[config.mk]
export PLATFORM = sky130hd
export DESIGN_NAME = tcap_timer
export DESIGN_NICKNAME = d
export VERILOG_FILES = /design/src/tcap_pkg.sv /design/src/tcap_noise_filter.sv /design/src/tcap_timer.sv
export SDC_FILE = /design/constraint.sdc
export NUM_CORES = 1
export LEC_CHECK = 0
export BUFFER_PORTS_ARGS = -buffer_cell sky130_fd_sc_hd__buf_2
export CELL_PAD_IN_SITES_DETAIL_PLACEMENT = 0
export CELL_PAD_IN_SITES_GLOBAL_PLACEMENT = 1
export CORE_ASPECT_RATIO = 1.2
export CORE_UTILIZATION = 50
export DETAILED_ROUTE_END_ITERATION = 8
export GPL_TIMING_DRIVEN = 0
export PLACE_DENSITY = 0.82
export SYNTH_ARGS = -nofsm -noshare
export SYNTH_HDL_FRONTEND = slang
export SYNTH_HIERARCHICAL = 1
export SYNTH_SLANG_ARGS = --single-unit
[constraint.sdc]
create_clock -name clk_i -period 11.8 [get_ports clk_i]
set_input_delay 3.54 -clock clk_i [delete_from_list [all_inputs] [get_ports clk_i]]
set_output_delay 3.54 -clock clk_i [all_outputs]
set_load 0.05 [all_outputs]
[src/tcap_pkg.sv]
// Purpose: Shared constants and types of the 16-bit timer with input capture
// Assumes: 8-bit CPU I/O access with one-cycle read and write strobes
// Notes:   Register indices are the I/O locations seen by the CPU
package tcap_pkg;

	// I/O locations
	localparam logic [3:0] ADDR_CNT_L  = 4'h0;
	localparam logic [3:0] ADDR_CNT_H  = 4'h1;
	localparam logic [3:0] ADDR_CAP_L  = 4'h2;
	localparam logic [3:0] ADDR_CAP_H  = 4'h3;
	localparam logic [3:0] ADDR_CTRL_A = 4'h4;
	localparam logic [3:0] ADDR_CTRL_B = 4'h5;
	localparam logic [3:0] ADDR_FLAGS  = 4'h6;
	localparam logic [3:0] ADDR_IRQ_EN = 4'h7;
	localparam logic [3:0] ADDR_CMP    = 4'h8;

	// Field positions
	localparam int CTRL_B_EDGE   = 6;
	localparam int CTRL_B_FILTER = 7;
	localparam int FLAG_OVF      = 0;
	localparam int FLAG_CAP      = 5;
	localparam int CMP_SEL       = 3;
	localparam int CMP_OUT       = 5;

	// Counter limits
	localparam logic [15:0] CNT_BOTTOM = 16'h0000;
	localparam logic [15:0] CNT_MAX    = 16'hffff;
	localparam logic [15:0] TOP_8      = 16'h00ff;
	localparam logic [15:0] TOP_9      = 16'h01ff;
	localparam logic [15:0] TOP_10     = 16'h03ff;

	// Clock select codes and prescaler masks
	localparam logic [2:0] CS_STOP     = 3'h0;
	localparam logic [2:0] CS_DIV1     = 3'h1;
	localparam logic [2:0] CS_DIV8     = 3'h2;
	localparam logic [2:0] CS_DIV64    = 3'h3;
	localparam logic [2:0] CS_DIV256   = 3'h4;
	localparam logic [2:0] CS_DIV1024  = 3'h5;
	localparam logic [2:0] CS_EXT_FALL = 3'h6;
	localparam logic [9:0] PRE_MASK_8    = 10'h007;
	localparam logic [9:0] PRE_MASK_64   = 10'h03f;
	localparam logic [9:0] PRE_MASK_256  = 10'h0ff;
	localparam logic [9:0] PRE_MASK_1024 = 10'h3ff;

	// Reset values
	localparam logic [7:0]  REG_RESET = 8'h00;
	localparam logic [15:0] CNT_RESET = 16'h0000;

	// Counting sequence kinds
	typedef enum logic [1:0] {
		KIND_NORMAL = 2'b00,
		KIND_CTC    = 2'b01,
		KIND_FAST   = 2'b10,
		KIND_PHASE  = 2'b11
	} tcap_kind_type;

	typedef struct packed {
		tcap_kind_type kind;
		logic [15:0]   top;
		logic          cap_is_top;
	} tcap_mode_type;

	typedef struct packed {
		logic       rd;
		logic       wr;
		logic [3:0] addr;
		logic [7:0] wdata;
	} tcap_io_req_type;

endpackage

[src/tcap_noise_filter.sv]
// Purpose: Four-sample noise filter in front of the capture edge detector
// Assumes: level_i is already synchronised to clk_i
// Notes:   Bypassed when disabled; samples on every system clock
`timescale 1ns/10ps
module tcap_noise_filter (
	// Clock and reset
	input  wire logic clk_i,
	input  wire logic rstn_i,
	// Filter control and data
	input  wire logic enable_i,
	input  wire logic level_i,
	output logic      level_o
);

	logic [3:0] samples_reg;
	logic       agree;

	// Sampled on the system clock, so prescaling never slows the filter
	always_ff @(posedge clk_i or negedge rstn_i) begin
		if (!rstn_i) begin
			samples_reg <= 4'h0;
		end else begin
			samples_reg <= {samples_reg[2:0], level_i};
		end
	end

	assign agree = (samples_reg == 4'hf) || (samples_reg == 4'h0);

	always_ff @(posedge clk_i or negedge rstn_i) begin
		if (!rstn_i) begin
			level_o <= 1'b0;
		end else if (!enable_i) begin
			level_o <= level_i;
		end else if (agree) begin
			level_o <= samples_reg[0];
		end
	end
endmodule // tcap_noise_filter

[src/tcap_timer.sv]
// Purpose: 16-bit up/down timer with overflow flag and input capture
// Assumes: CPU uses one-cycle rd/wr strobes; pins are asynchronous
// Notes:   Output compare and waveform outputs live elsewhere
`timescale 1ns/10ps

module tcap_timer (
	// Clock and reset
	input  wire logic                      clk_i,
	input  wire logic                      rstn_i,
	// CPU I/O access
	input  wire tcap_pkg::tcap_io_req_type io_req_i,
	output logic [7:0]                     io_rdata_o,
	// Interrupt service acknowledges
	input  wire logic                      capture_irq_ack_i,
	input  wire logic                      overflow_irq_ack_i,
	// Pins
	input  wire logic                      capture_pin_i,
	input  wire logic                      comparator_output_i,
	input  wire logic                      external_count_pin_i,
	// Interrupts and counter status
	output logic                           capture_irq_o,
	output logic                           overflow_irq_o,
	output logic                           top_o,
	output logic                           bottom_o
);

	logic [15:0]              count_value_reg;
	logic [15:0]              count_value_next;
	logic [15:0]              capture_value_reg;
	logic [7:0]               temp_reg;
	logic [7:0]               timer_control_a_reg;
	logic [7:0]               timer_control_b_reg;
	logic [7:0]               irq_enable_reg;
	logic                     comparator_capture_select_reg;
	logic                     capture_flag_reg;
	logic                     capture_flag_next;
	logic                     overflow_flag_reg;
	logic                     overflow_flag_next;
	logic                     dir_up_reg;
	logic                     dir_up_next;
	logic [9:0]               presc_reg;
	logic [2:0]               sync1_reg;
	logic [2:0]               sync2_reg;
	logic                     ext_prev_reg;
	logic                     filt_prev_reg;
	logic                     filt_level;
	logic                     timer_tick;
	logic                     capture_fire;
	logic                     overflow_hit;
	logic [2:0]               timer_clock_select;
	logic [3:0]               waveform_mode_sel;
	tcap_pkg::tcap_mode_type  mode;
	logic                     wr_cnt_l;
	logic                     wr_cap_l;
	logic                     rd_cnt_l;
	logic                     rd_cap_l;

	assign timer_clock_select = timer_control_b_reg[2:0];
	assign waveform_mode_sel  = {timer_control_b_reg[4:3], timer_control_a_reg[1:0]};
	assign wr_cnt_l = io_req_i.wr && io_req_i.addr == tcap_pkg::ADDR_CNT_L;
	assign wr_cap_l = io_req_i.wr && io_req_i.addr == tcap_pkg::ADDR_CAP_L;
	assign rd_cnt_l = io_req_i.rd && io_req_i.addr == tcap_pkg::ADDR_CNT_L;
	assign rd_cap_l = io_req_i.rd && io_req_i.addr == tcap_pkg::ADDR_CAP_L;

	// Decode of the waveform mode into sequence kind and top value
	function automatic tcap_pkg::tcap_mode_type decode_mode(
		input logic [3:0]  sel,
		input logic [15:0] cap
	);
		tcap_pkg::tcap_mode_type m;
		m = '{tcap_pkg::KIND_NORMAL, tcap_pkg::CNT_MAX, 1'b0};
		unique case (sel)
			4'h1: m = '{tcap_pkg::KIND_PHASE, tcap_pkg::TOP_8, 1'b0};
			4'h2: m = '{tcap_pkg::KIND_PHASE, tcap_pkg::TOP_9, 1'b0};
			4'h3: m = '{tcap_pkg::KIND_PHASE, tcap_pkg::TOP_10, 1'b0};
			4'h5: m = '{tcap_pkg::KIND_FAST, tcap_pkg::TOP_8, 1'b0};
			4'h6: m = '{tcap_pkg::KIND_FAST, tcap_pkg::TOP_9, 1'b0};
			4'h7: m = '{tcap_pkg::KIND_FAST, tcap_pkg::TOP_10, 1'b0};
			4'h8: m = '{tcap_pkg::KIND_PHASE, cap, 1'b1};
			4'ha: m = '{tcap_pkg::KIND_PHASE, cap, 1'b1};
			4'hc: m = '{tcap_pkg::KIND_CTC, cap, 1'b1};
			4'he: m = '{tcap_pkg::KIND_FAST, cap, 1'b1};
			// Modes whose top lives in the compare unit count as normal here
			default: m = '{tcap_pkg::KIND_NORMAL, tcap_pkg::CNT_MAX, 1'b0};
		endcase
		return m;
	endfunction

	assign mode = decode_mode(waveform_mode_sel, capture_value_reg);

	// Two-stage synchronisers: capture pin, comparator, external count pin
	always_ff @(posedge clk_i or negedge rstn_i) begin
		if (!rstn_i) begin
			sync1_reg <= 3'h0;
			sync2_reg <= 3'h0;
		end else begin
			sync1_reg <= {external_count_pin_i, comparator_output_i, capture_pin_i};
			sync2_reg <= sync1_reg;
		end
	end

	// Prescaler and tick selection
	always_ff @(posedge clk_i or negedge rstn_i) begin
		if (!rstn_i) begin
			presc_reg    <= 10'h000;
			ext_prev_reg <= 1'b0;
		end else begin
			presc_reg    <= presc_reg + 10'h001;
			ext_prev_reg <= sync2_reg[2];
		end
	end

	always_comb begin
		unique case (timer_clock_select)
			tcap_pkg::CS_STOP:     timer_tick = 1'b0;
			tcap_pkg::CS_DIV1:     timer_tick = 1'b1;
			tcap_pkg::CS_DIV8:     timer_tick = (presc_reg & tcap_pkg::PRE_MASK_8) == 10'h000;
			tcap_pkg::CS_DIV64:    timer_tick = (presc_reg & tcap_pkg::PRE_MASK_64) == 10'h000;
			tcap_pkg::CS_DIV256:   timer_tick = (presc_reg & tcap_pkg::PRE_MASK_256) == 10'h000;
			tcap_pkg::CS_DIV1024:  timer_tick = (presc_reg & tcap_pkg::PRE_MASK_1024) == 10'h000;
			tcap_pkg::CS_EXT_FALL: timer_tick = ext_prev_reg && !sync2_reg[2];
			default:               timer_tick = !ext_prev_reg && sync2_reg[2];
		endcase
	end

	// Counter sequence; a CPU write of the low counter byte overrides every count action
	always_comb begin
		count_value_next = count_value_reg;
		dir_up_next      = dir_up_reg;
		overflow_hit     = 1'b0;
		if (wr_cnt_l) begin
			count_value_next = {temp_reg, io_req_i.wdata};
		end else if (timer_tick) begin
			unique case (mode.kind)
				tcap_pkg::KIND_NORMAL: begin
					count_value_next = count_value_reg + 16'h0001;
					overflow_hit     = count_value_reg == tcap_pkg::CNT_MAX;
				end
				tcap_pkg::KIND_CTC: begin
					count_value_next = (count_value_reg == mode.top) ?
						tcap_pkg::CNT_BOTTOM : count_value_reg + 16'h0001;
					overflow_hit     = count_value_reg == tcap_pkg::CNT_MAX;
				end
				tcap_pkg::KIND_FAST: begin
					count_value_next = (count_value_reg >= mode.top) ?
						tcap_pkg::CNT_BOTTOM : count_value_reg + 16'h0001;
					overflow_hit     = count_value_reg == mode.top;
				end
				tcap_pkg::KIND_PHASE: begin
					if (dir_up_reg && count_value_reg >= mode.top) begin
						count_value_next = count_value_reg - 16'h0001;
						dir_up_next      = 1'b0;
					end else if (dir_up_reg) begin
						count_value_next = count_value_reg + 16'h0001;
					end else if (count_value_reg == tcap_pkg::CNT_BOTTOM) begin
						count_value_next = count_value_reg + 16'h0001;
						dir_up_next      = 1'b1;
						overflow_hit     = 1'b1;
					end else begin
						count_value_next = count_value_reg - 16'h0001;
					end
				end
			endcase
		end
	end

	always_ff @(posedge clk_i or negedge rstn_i) begin
		if (!rstn_i) begin
			count_value_reg <= tcap_pkg::CNT_RESET;
			dir_up_reg      <= 1'b1;
		end else begin
			count_value_reg <= count_value_next;
			dir_up_reg      <= dir_up_next;
		end
	end

	// Top and bottom indications follow the counter register
	always_ff @(posedge clk_i or negedge rstn_i) begin
		if (!rstn_i) begin
			top_o    <= 1'b0;
			bottom_o <= 1'b1;
		end else begin
			top_o    <= count_value_next == mode.top;
			bottom_o <= count_value_next == tcap_pkg::CNT_BOTTOM;
		end
	end

	// Capture source, filter and edge detector
	tcap_noise_filter u_filter (
		.clk_i    (clk_i),
		.rstn_i   (rstn_i),
		.enable_i (timer_control_b_reg[tcap_pkg::CTRL_B_FILTER]),
		.level_i  (comparator_capture_select_reg ? sync2_reg[1] : sync2_reg[0]),
		.level_o  (filt_level)
	);

	always_ff @(posedge clk_i or negedge rstn_i) begin
		if (!rstn_i) begin
			filt_prev_reg <= 1'b0;
		end else begin
			filt_prev_reg <= filt_level;
		end
	end

	// A source switch can look like an edge; software clears the flag after
	assign capture_fire = !mode.cap_is_top &&
		(timer_control_b_reg[tcap_pkg::CTRL_B_EDGE] ?
			(filt_level && !filt_prev_reg) : (!filt_level && filt_prev_reg));

	always_ff @(posedge clk_i or negedge rstn_i) begin
		if (!rstn_i) begin
			capture_value_reg <= tcap_pkg::CNT_RESET;
		end else if (capture_fire) begin
			capture_value_reg <= count_value_reg;
		end else if (wr_cap_l && mode.cap_is_top) begin
			capture_value_reg <= {temp_reg, io_req_i.wdata};
		end
	end

	// Flags: a hardware set wins over a same-cycle clear
	assign capture_flag_next = capture_fire || (capture_flag_reg && !capture_irq_ack_i &&
		!(io_req_i.wr && io_req_i.addr == tcap_pkg::ADDR_FLAGS &&
		io_req_i.wdata[tcap_pkg::FLAG_CAP]));
	assign overflow_flag_next = overflow_hit || (overflow_flag_reg && !overflow_irq_ack_i &&
		!(io_req_i.wr && io_req_i.addr == tcap_pkg::ADDR_FLAGS &&
		io_req_i.wdata[tcap_pkg::FLAG_OVF]));

	always_ff @(posedge clk_i or negedge rstn_i) begin
		if (!rstn_i) begin
			capture_flag_reg  <= 1'b0;
			overflow_flag_reg <= 1'b0;
		end else begin
			capture_flag_reg  <= capture_flag_next;
			overflow_flag_reg <= overflow_flag_next;
		end
	end

	always_ff @(posedge clk_i or negedge rstn_i) begin
		if (!rstn_i) begin
			capture_irq_o  <= 1'b0;
			overflow_irq_o <= 1'b0;
		end else begin
			capture_irq_o  <= capture_flag_reg && irq_enable_reg[tcap_pkg::FLAG_CAP];
			overflow_irq_o <= overflow_flag_reg && irq_enable_reg[tcap_pkg::FLAG_OVF];
		end
	end

	// Shared high-byte temporary register
	always_ff @(posedge clk_i or negedge rstn_i) begin
		if (!rstn_i) begin
			temp_reg <= tcap_pkg::REG_RESET;
		end else if (io_req_i.wr && (io_req_i.addr == tcap_pkg::ADDR_CNT_H ||
				io_req_i.addr == tcap_pkg::ADDR_CAP_H)) begin
			temp_reg <= io_req_i.wdata;
		end else if (rd_cnt_l) begin
			temp_reg <= count_value_reg[15:8];
		end else if (rd_cap_l) begin
			temp_reg <= capture_value_reg[15:8];
		end
	end

	// Control registers
	always_ff @(posedge clk_i or negedge rstn_i) begin
		if (!rstn_i) begin
			timer_control_a_reg           <= tcap_pkg::REG_RESET;
			timer_control_b_reg           <= tcap_pkg::REG_RESET;
			irq_enable_reg                <= tcap_pkg::REG_RESET;
			comparator_capture_select_reg <= 1'b0;
		end else if (io_req_i.wr) begin
			unique case (io_req_i.addr)
				tcap_pkg::ADDR_CTRL_A: timer_control_a_reg <= io_req_i.wdata;
				tcap_pkg::ADDR_CTRL_B: timer_control_b_reg <= io_req_i.wdata;
				tcap_pkg::ADDR_IRQ_EN: irq_enable_reg <= io_req_i.wdata;
				tcap_pkg::ADDR_CMP:
					comparator_capture_select_reg <= io_req_i.wdata[tcap_pkg::CMP_SEL];
				default: ;
			endcase
		end
	end

	// Read data is registered; both high-byte locations return the temp
	always_ff @(posedge clk_i or negedge rstn_i) begin
		if (!rstn_i) begin
			io_rdata_o <= tcap_pkg::REG_RESET;
		end else if (io_req_i.rd) begin
			unique case (io_req_i.addr)
				tcap_pkg::ADDR_CNT_L:  io_rdata_o <= count_value_reg[7:0];
				tcap_pkg::ADDR_CNT_H:  io_rdata_o <= temp_reg;
				tcap_pkg::ADDR_CAP_L:  io_rdata_o <= capture_value_reg[7:0];
				tcap_pkg::ADDR_CAP_H:  io_rdata_o <= temp_reg;
				tcap_pkg::ADDR_CTRL_A: io_rdata_o <= timer_control_a_reg;
				tcap_pkg::ADDR_CTRL_B: io_rdata_o <= timer_control_b_reg;
				tcap_pkg::ADDR_FLAGS: begin
					io_rdata_o <= tcap_pkg::REG_RESET;
					io_rdata_o[tcap_pkg::FLAG_CAP] <= capture_flag_reg;
					io_rdata_o[tcap_pkg::FLAG_OVF] <= overflow_flag_reg;
				end
				tcap_pkg::ADDR_IRQ_EN: io_rdata_o <= irq_enable_reg;
				tcap_pkg::ADDR_CMP: begin
					io_rdata_o <= tcap_pkg::REG_RESET;
					io_rdata_o[tcap_pkg::CMP_SEL] <= comparator_capture_select_reg;
					io_rdata_o[tcap_pkg::CMP_OUT] <= sync2_reg[1];
				end
				default: io_rdata_o <= tcap_pkg::REG_RESET;
			endcase
		end
	end
endmodule // tcap_timer

* After elaboration in Yosys (flattened, before gate mapping) *
Index checks and enable logic that the tools add are counted.

storage, ports and cells
  bits in registers = 103
  bits in latches = 0
  memory bits (writable) = 0
  ROM bits = 0
  output and inout port bits = 12
  word-level logic and storage cells = 141
  memories = 0

operators by class
  add/subtract/negate cells = 3
  $mul = 0
  div/mod/pow operators = 0
  $lt $le $gt $ge = 1
  equal/unequal tests = 32
  shift operators = 0
  multiplexer cells = 28
  bitwise logic cells = 1
  reductions and logical operators = 54

operator list
  cell                     count
  $pmux W19 S9             1
  $mux W16                 9
  $pmux W16 S4             1
  $pmux W8 S8              1
  $logic_not A10 Y1        4
  $eq A16 B16 Y1           2
  $logic_not A16 Y1        2
  $eq A4 B3 Y1 const B     7
  $eq A4 B4 Y1 const B     6
  $mux W8                  3
  $logic_and A1 B1 Y1      21
  $add A16 B1 Y16 const B  1
  $eq A16 B16 Y1 const B   1
  $eq A4 B2 Y1 const B     4
  $ge A16 B16 Y1           1
  $sub A16 B1 Y16 const B  1
  $mux W1                  11
  $add A10 B1 Y10 const B  1
  $eq A3 B3 Y1 const B     3
  $logic_not A1 Y1         9
  $eq A4 B1 Y1 const B     2
  $logic_not A4 Y1         2
  $reduce_and A2 Y1        4
  $pmux W1 S7              1
  other kinds (14)         21

* Logic depth before layout (Yosys ltp) *
  depth after elaboration = 10
  gate-level depth with buffers = 18
  mapped depth without buffers = 14

* Hierarchy *
The synthesis kept the hierarchy.

by module, submodules not included
  module             instances  cells an instance  area each (µm²)  sequential area each (µm²)
  tcap_timer         1          767                6920.4           2454.9
  tcap_noise_filter  1          10                 155.1            125.1

* Worst setup path after synthesis *
OpenSTA, ideal clock, no wires.

  kind = input port to flip-flop
  start = input io_req_i[8] (netlist bit)
  end = register bottom_o
  setup time = 0.068 ns
  arrival time = 5.466 ns
  data required time = 11.732 ns
  slack = 6.266 ns
  stages = 8
  path buffers = 1
  cell sequence = nor2_1 > and3_2 > buf_6 > mux2i_1 > a22oi_2 > or4_1 > or4_1 > nor2_1

on the way
  cells in the longest elaborated chain, start to end = 4

RTL lines
  item                     RTL line           RTL
  start, declared          tcap_timer.sv:11   input wire tcap_pkg::tcap_io_req_type io_req_i,
  $logic_not A4 Y1         tcap_timer.sv:60   assign wr_cnt_l = io_req_i.wr && io_req_i.addr == tcap_pkg::ADDR_CNT_L;
  $logic_and A1 B1 Y1      tcap_timer.sv:60
  $mux W16                 tcap_timer.sv:131  if (wr_cnt_l) begin
  net count_value_next[5]  tcap_timer.sv:28   logic [15:0] count_value_next;
  $logic_not A16 Y1        tcap_timer.sv:184  bottom_o <= count_value_next == tcap_pkg::CNT_BOTTOM;
  end signal, assigned     tcap_timer.sv:184
  end, declared            tcap_timer.sv:24   output logic bottom_o

The timed path passes the listed nets, and every way through them passes these cells.
A chain may end at the register's enable or synchronous reset.

* Worst setup path in the final report *
  start = input io_req_i[8] (netlist bit)
  end = register top_o

on the way
  cells in the longest elaborated chain, start to end = 4

RTL lines
  item                  RTL line           RTL
  $logic_not A4 Y1      tcap_timer.sv:60
  $logic_and A1 B1 Y1   tcap_timer.sv:60
  $mux W16              tcap_timer.sv:131
  $eq A16 B16 Y1        tcap_timer.sv:183  top_o <= count_value_next == mode.top;
  end signal, assigned  tcap_timer.sv:183
  end, declared         tcap_timer.sv:23   output logic top_o,

Every way passes these cells.

==> metrics.yaml <==
setup.worst_path.start_class: "input port"
drt_first_iter_violations: 541
cts_resized: 0
layout_common_cells: "dfrtp_1 (101), nor2_1 (85), nand2_1 (53)"
critPathCaptureType: "flop"
setup-violations-final: 0
worst_vdd_ir_v: 0.0001489
max-clock-path-buffers: 2
leading_cell_type_in_the_layout_fill_and_taps_excluded: "dfrtp_1"
synth_flop_cell: "dfrtp_1"
antenna_cells_inserted: 0
rsz0062_at_grt: "false"
coreArea_sq_um: 13820
share_clk_of_total_power_pct: 17.9
via_count: 6586
max_cap_violations: 0
clock-root-buffer: "clkbuf_16"
run_status: "finished clean"
overall_routing_resource_usage_pct: 34.53
postSynth.asyncResetShare_pct: 100.0
post_placement_setup_slack_ns: 5.007
hold_buffers: 0
worst-endpoint-required_ns: 12.00
synth.yosys.warnings: 6
tritoncts.num_buffers: 9
worst_ep_arrival_time_ns: 6.67
internal-power_uw: 959.6
timing.slew.headroom_pct: 42.07
power_density_nw_per_um2: 232.4
fp.dieW_um: 110.6
ys_ff_latch: 103
critical_path_peak_fanout: 10
wire_length_of_the_first_global_routing_pass_um: 38070
die-height_um: 132.3
finalCriticalPeriod_ns: 6.471
first_global_vias: 6523
floorplan.io_pins: 33
nets: 861
routed_wire_length_per_instance_um: 25.00
final-max-slew-violation-count: 0
tritoncts: "yes"
total_die_area_sq_um: 14630
cts_max_level: 3
postRouteAntennaNets: 0
grt.overflow.total: 0
synth_area_leaders: "dfrtp_1 (36%), mux2i_1 (5.1%), mux2_2 (4.9%)"
placement_rows: 47
drtPass1Iterations: 5
clk_transition_reported_paths_ns: 0.08
synth.distinct_cells: 82
share_comb_of_total_power_pct: 52.3
post-route-drc-count: 0
synth-edff-count: 0
cellLeakagePower_nw: 3.379
sequential_area_share_after_synthesis_pct: 36.46
clk-insertion-delay-late_ns: 0.36
dp_hpwl_um: 18950
timing.final.crit_share_pct: 54.84
tightestPinTransition_ns: 0.8610
synth_top_area_share_pct: 35.72
grt_start_max_net_pins: 54
critPathKind: "input port to flop"
fmax_ghz: 0.1545
mean_syn_cell_area_sq_um: 9.106
clkSinkCount: 103
top_cell_type_by_total_area_after_synthesis: "dfrtp_1"
power.switching_fraction_pct: 47.02
avgViaCountPerCell: 6.619
power.sequential.fraction_pct: 29.8
routed_wl_um: 24880
cts.repair_timing.setup_buffer_count: 0
timing_hold_violations_final: 0
synth_nets: 819
routabilityCongestion: 1.026
start_util_pct: 51.20
port-buffer-count: 30
final_design_area_no_fill_sq_um: 7795
net-switching-power_uw: 851.6
post_detailed_placement_cell_area_sq_um: 7470
synthesis.area_sq_um: 7076
finalSetupTns_ns: 0
area_growth_syn_to_layout_pct: 10.17
layout_setup_ws_ns: 5.329
hold_path.class: "flop to flop"
antenna_violations_before_repair: 0
final_layout_size_suffix_gt1_share_pct: 14.93
synth_cells: 777
clock_skew_ns: 0.009124
[path summary, 6_finish.rpt]
path	cells after the start	end	from	slack, ns
worst min-delay path	0	sync2_reg[2]	sync1_reg[2]	0.35
worst max-delay path	11	top_o	io_req_i[8]	5.33
min in group asynchronous	1	top_o	rstn_i	3.20
worst max register to register	17	top_o	timer_control_a_reg[0]	5.37
max in group asynchronous	2	dir_up_reg	rstn_i	7.83
worst min register to register	0	sync2_reg[2]	sync1_reg[2]	0.35
[metal layers]
| metal | vias up | global-route usage [%] | wire (um) |
|---|---|---|---|
| met3 | 101 | 4.230 | 1453 |
| met5 | - | 0 | 0 |
| met1 | 3222 | 41.09 | 9759 |
| met4 | 0 | 25.41 | 1819 |
| met2 | 313 | 57.45 | 11850 |
| li1 | 2950 | - | - |
[cells in the mapped netlist (all sizes together) (4+ instances only)]
| cell type | number |
|---|---|
| inv | 28 |
| nand3b | 4 |
| o41ai | 4 |
| xor2 | 14 |
| mux2 | 31 |
| o21a | 10 |
| nor4 | 18 |
| a211oi | 8 |
| a21oi | 52 |
| or3 | 10 |
| nand2 | 53 |
| a31oi | 12 |
| nor3 | 18 |
| dfrtp | 101 |
| or4 | 7 |
| mux2i | 36 |
| ha | 21 |
| and2 | 5 |
| nand4 | 16 |
| nor2 | 87 |
| nand2b | 9 |
| xnor2 | 24 |
| o21ai | 39 |
| buf | 13 |
| a221o | 8 |
| and3 | 13 |
| o22ai | 14 |
| nand3 | 21 |
| clkbuf | 38 |
| a22oi | 6 |
[power groups by stage]
stage	registers, mW	clock network, mW	logic [mW]
6_report	0.541	0.324	0.947
2_1_floorplan	0.523	0	0.636
4_1_cts	0.536	0.327	0.922
3_3_place_gp	0.539	0	0.906
3_5_place_dp	0.543	0	0.917
5_1_grt	0.549	0.339	1.01
[metrics by stage]
stage	hold WS, ns	total power, mW	instances	util [%]
4_1_cts	0.3530	1.785	995	56.41
3_3_place_gp	0.3332	1.445	978	53.83
5_1_grt	0.3662	1.894	995	56.41
6_report	0.3533	1.811	995	56.41
3_5_place_dp	0.3347	1.460	979	54.05
2_1_floorplan	0.3312	1.159	777	-
[cell type report]
| class | count | area, sq um |
|---|---|---|
| multi-input cells | 594 | 4049 |
| clock buffers | 9 | 225.2 |
| well taps | 171 | 214.0 |
| flip-flops and latches | 103 | 2580 |
| inverters | 28 | 105.1 |
| fillers | 1252 | 6025 |
| repair buffers | 31 | 180.2 |
| clock inverters | 7 | 100.1 |
| plain buffers | 52 | 341.6 |
[critical path: stages]
cell           delay (ns)
buf_2                0.14
nor2_1               0.52
and3_2               0.33
nor2_1               0.12
dlygate4sd1_1        0.44
o21a_1               0.20
o21ai_0              0.18
o32ai_1              0.19
nor4_1               0.26
nand4b_1             0.20
nor4_1               0.53
[cell families (layout without fill, tap and decap cells)]
family | count (synthesis) | in the layout | synth area share, %
simple gates | 275 | 275 | 19.54
buf+inv | 80 | 127 | 6.313
flops | 103 | 103 | 36.46
fa+ha+maj | 21 | 21 | 3.713
xor+xnor | 38 | 38 | 4.704
mux | 67 | 67 | 10.03
compound gates | 193 | 193 | 19.24
Power figures use the tool's default switching activity.
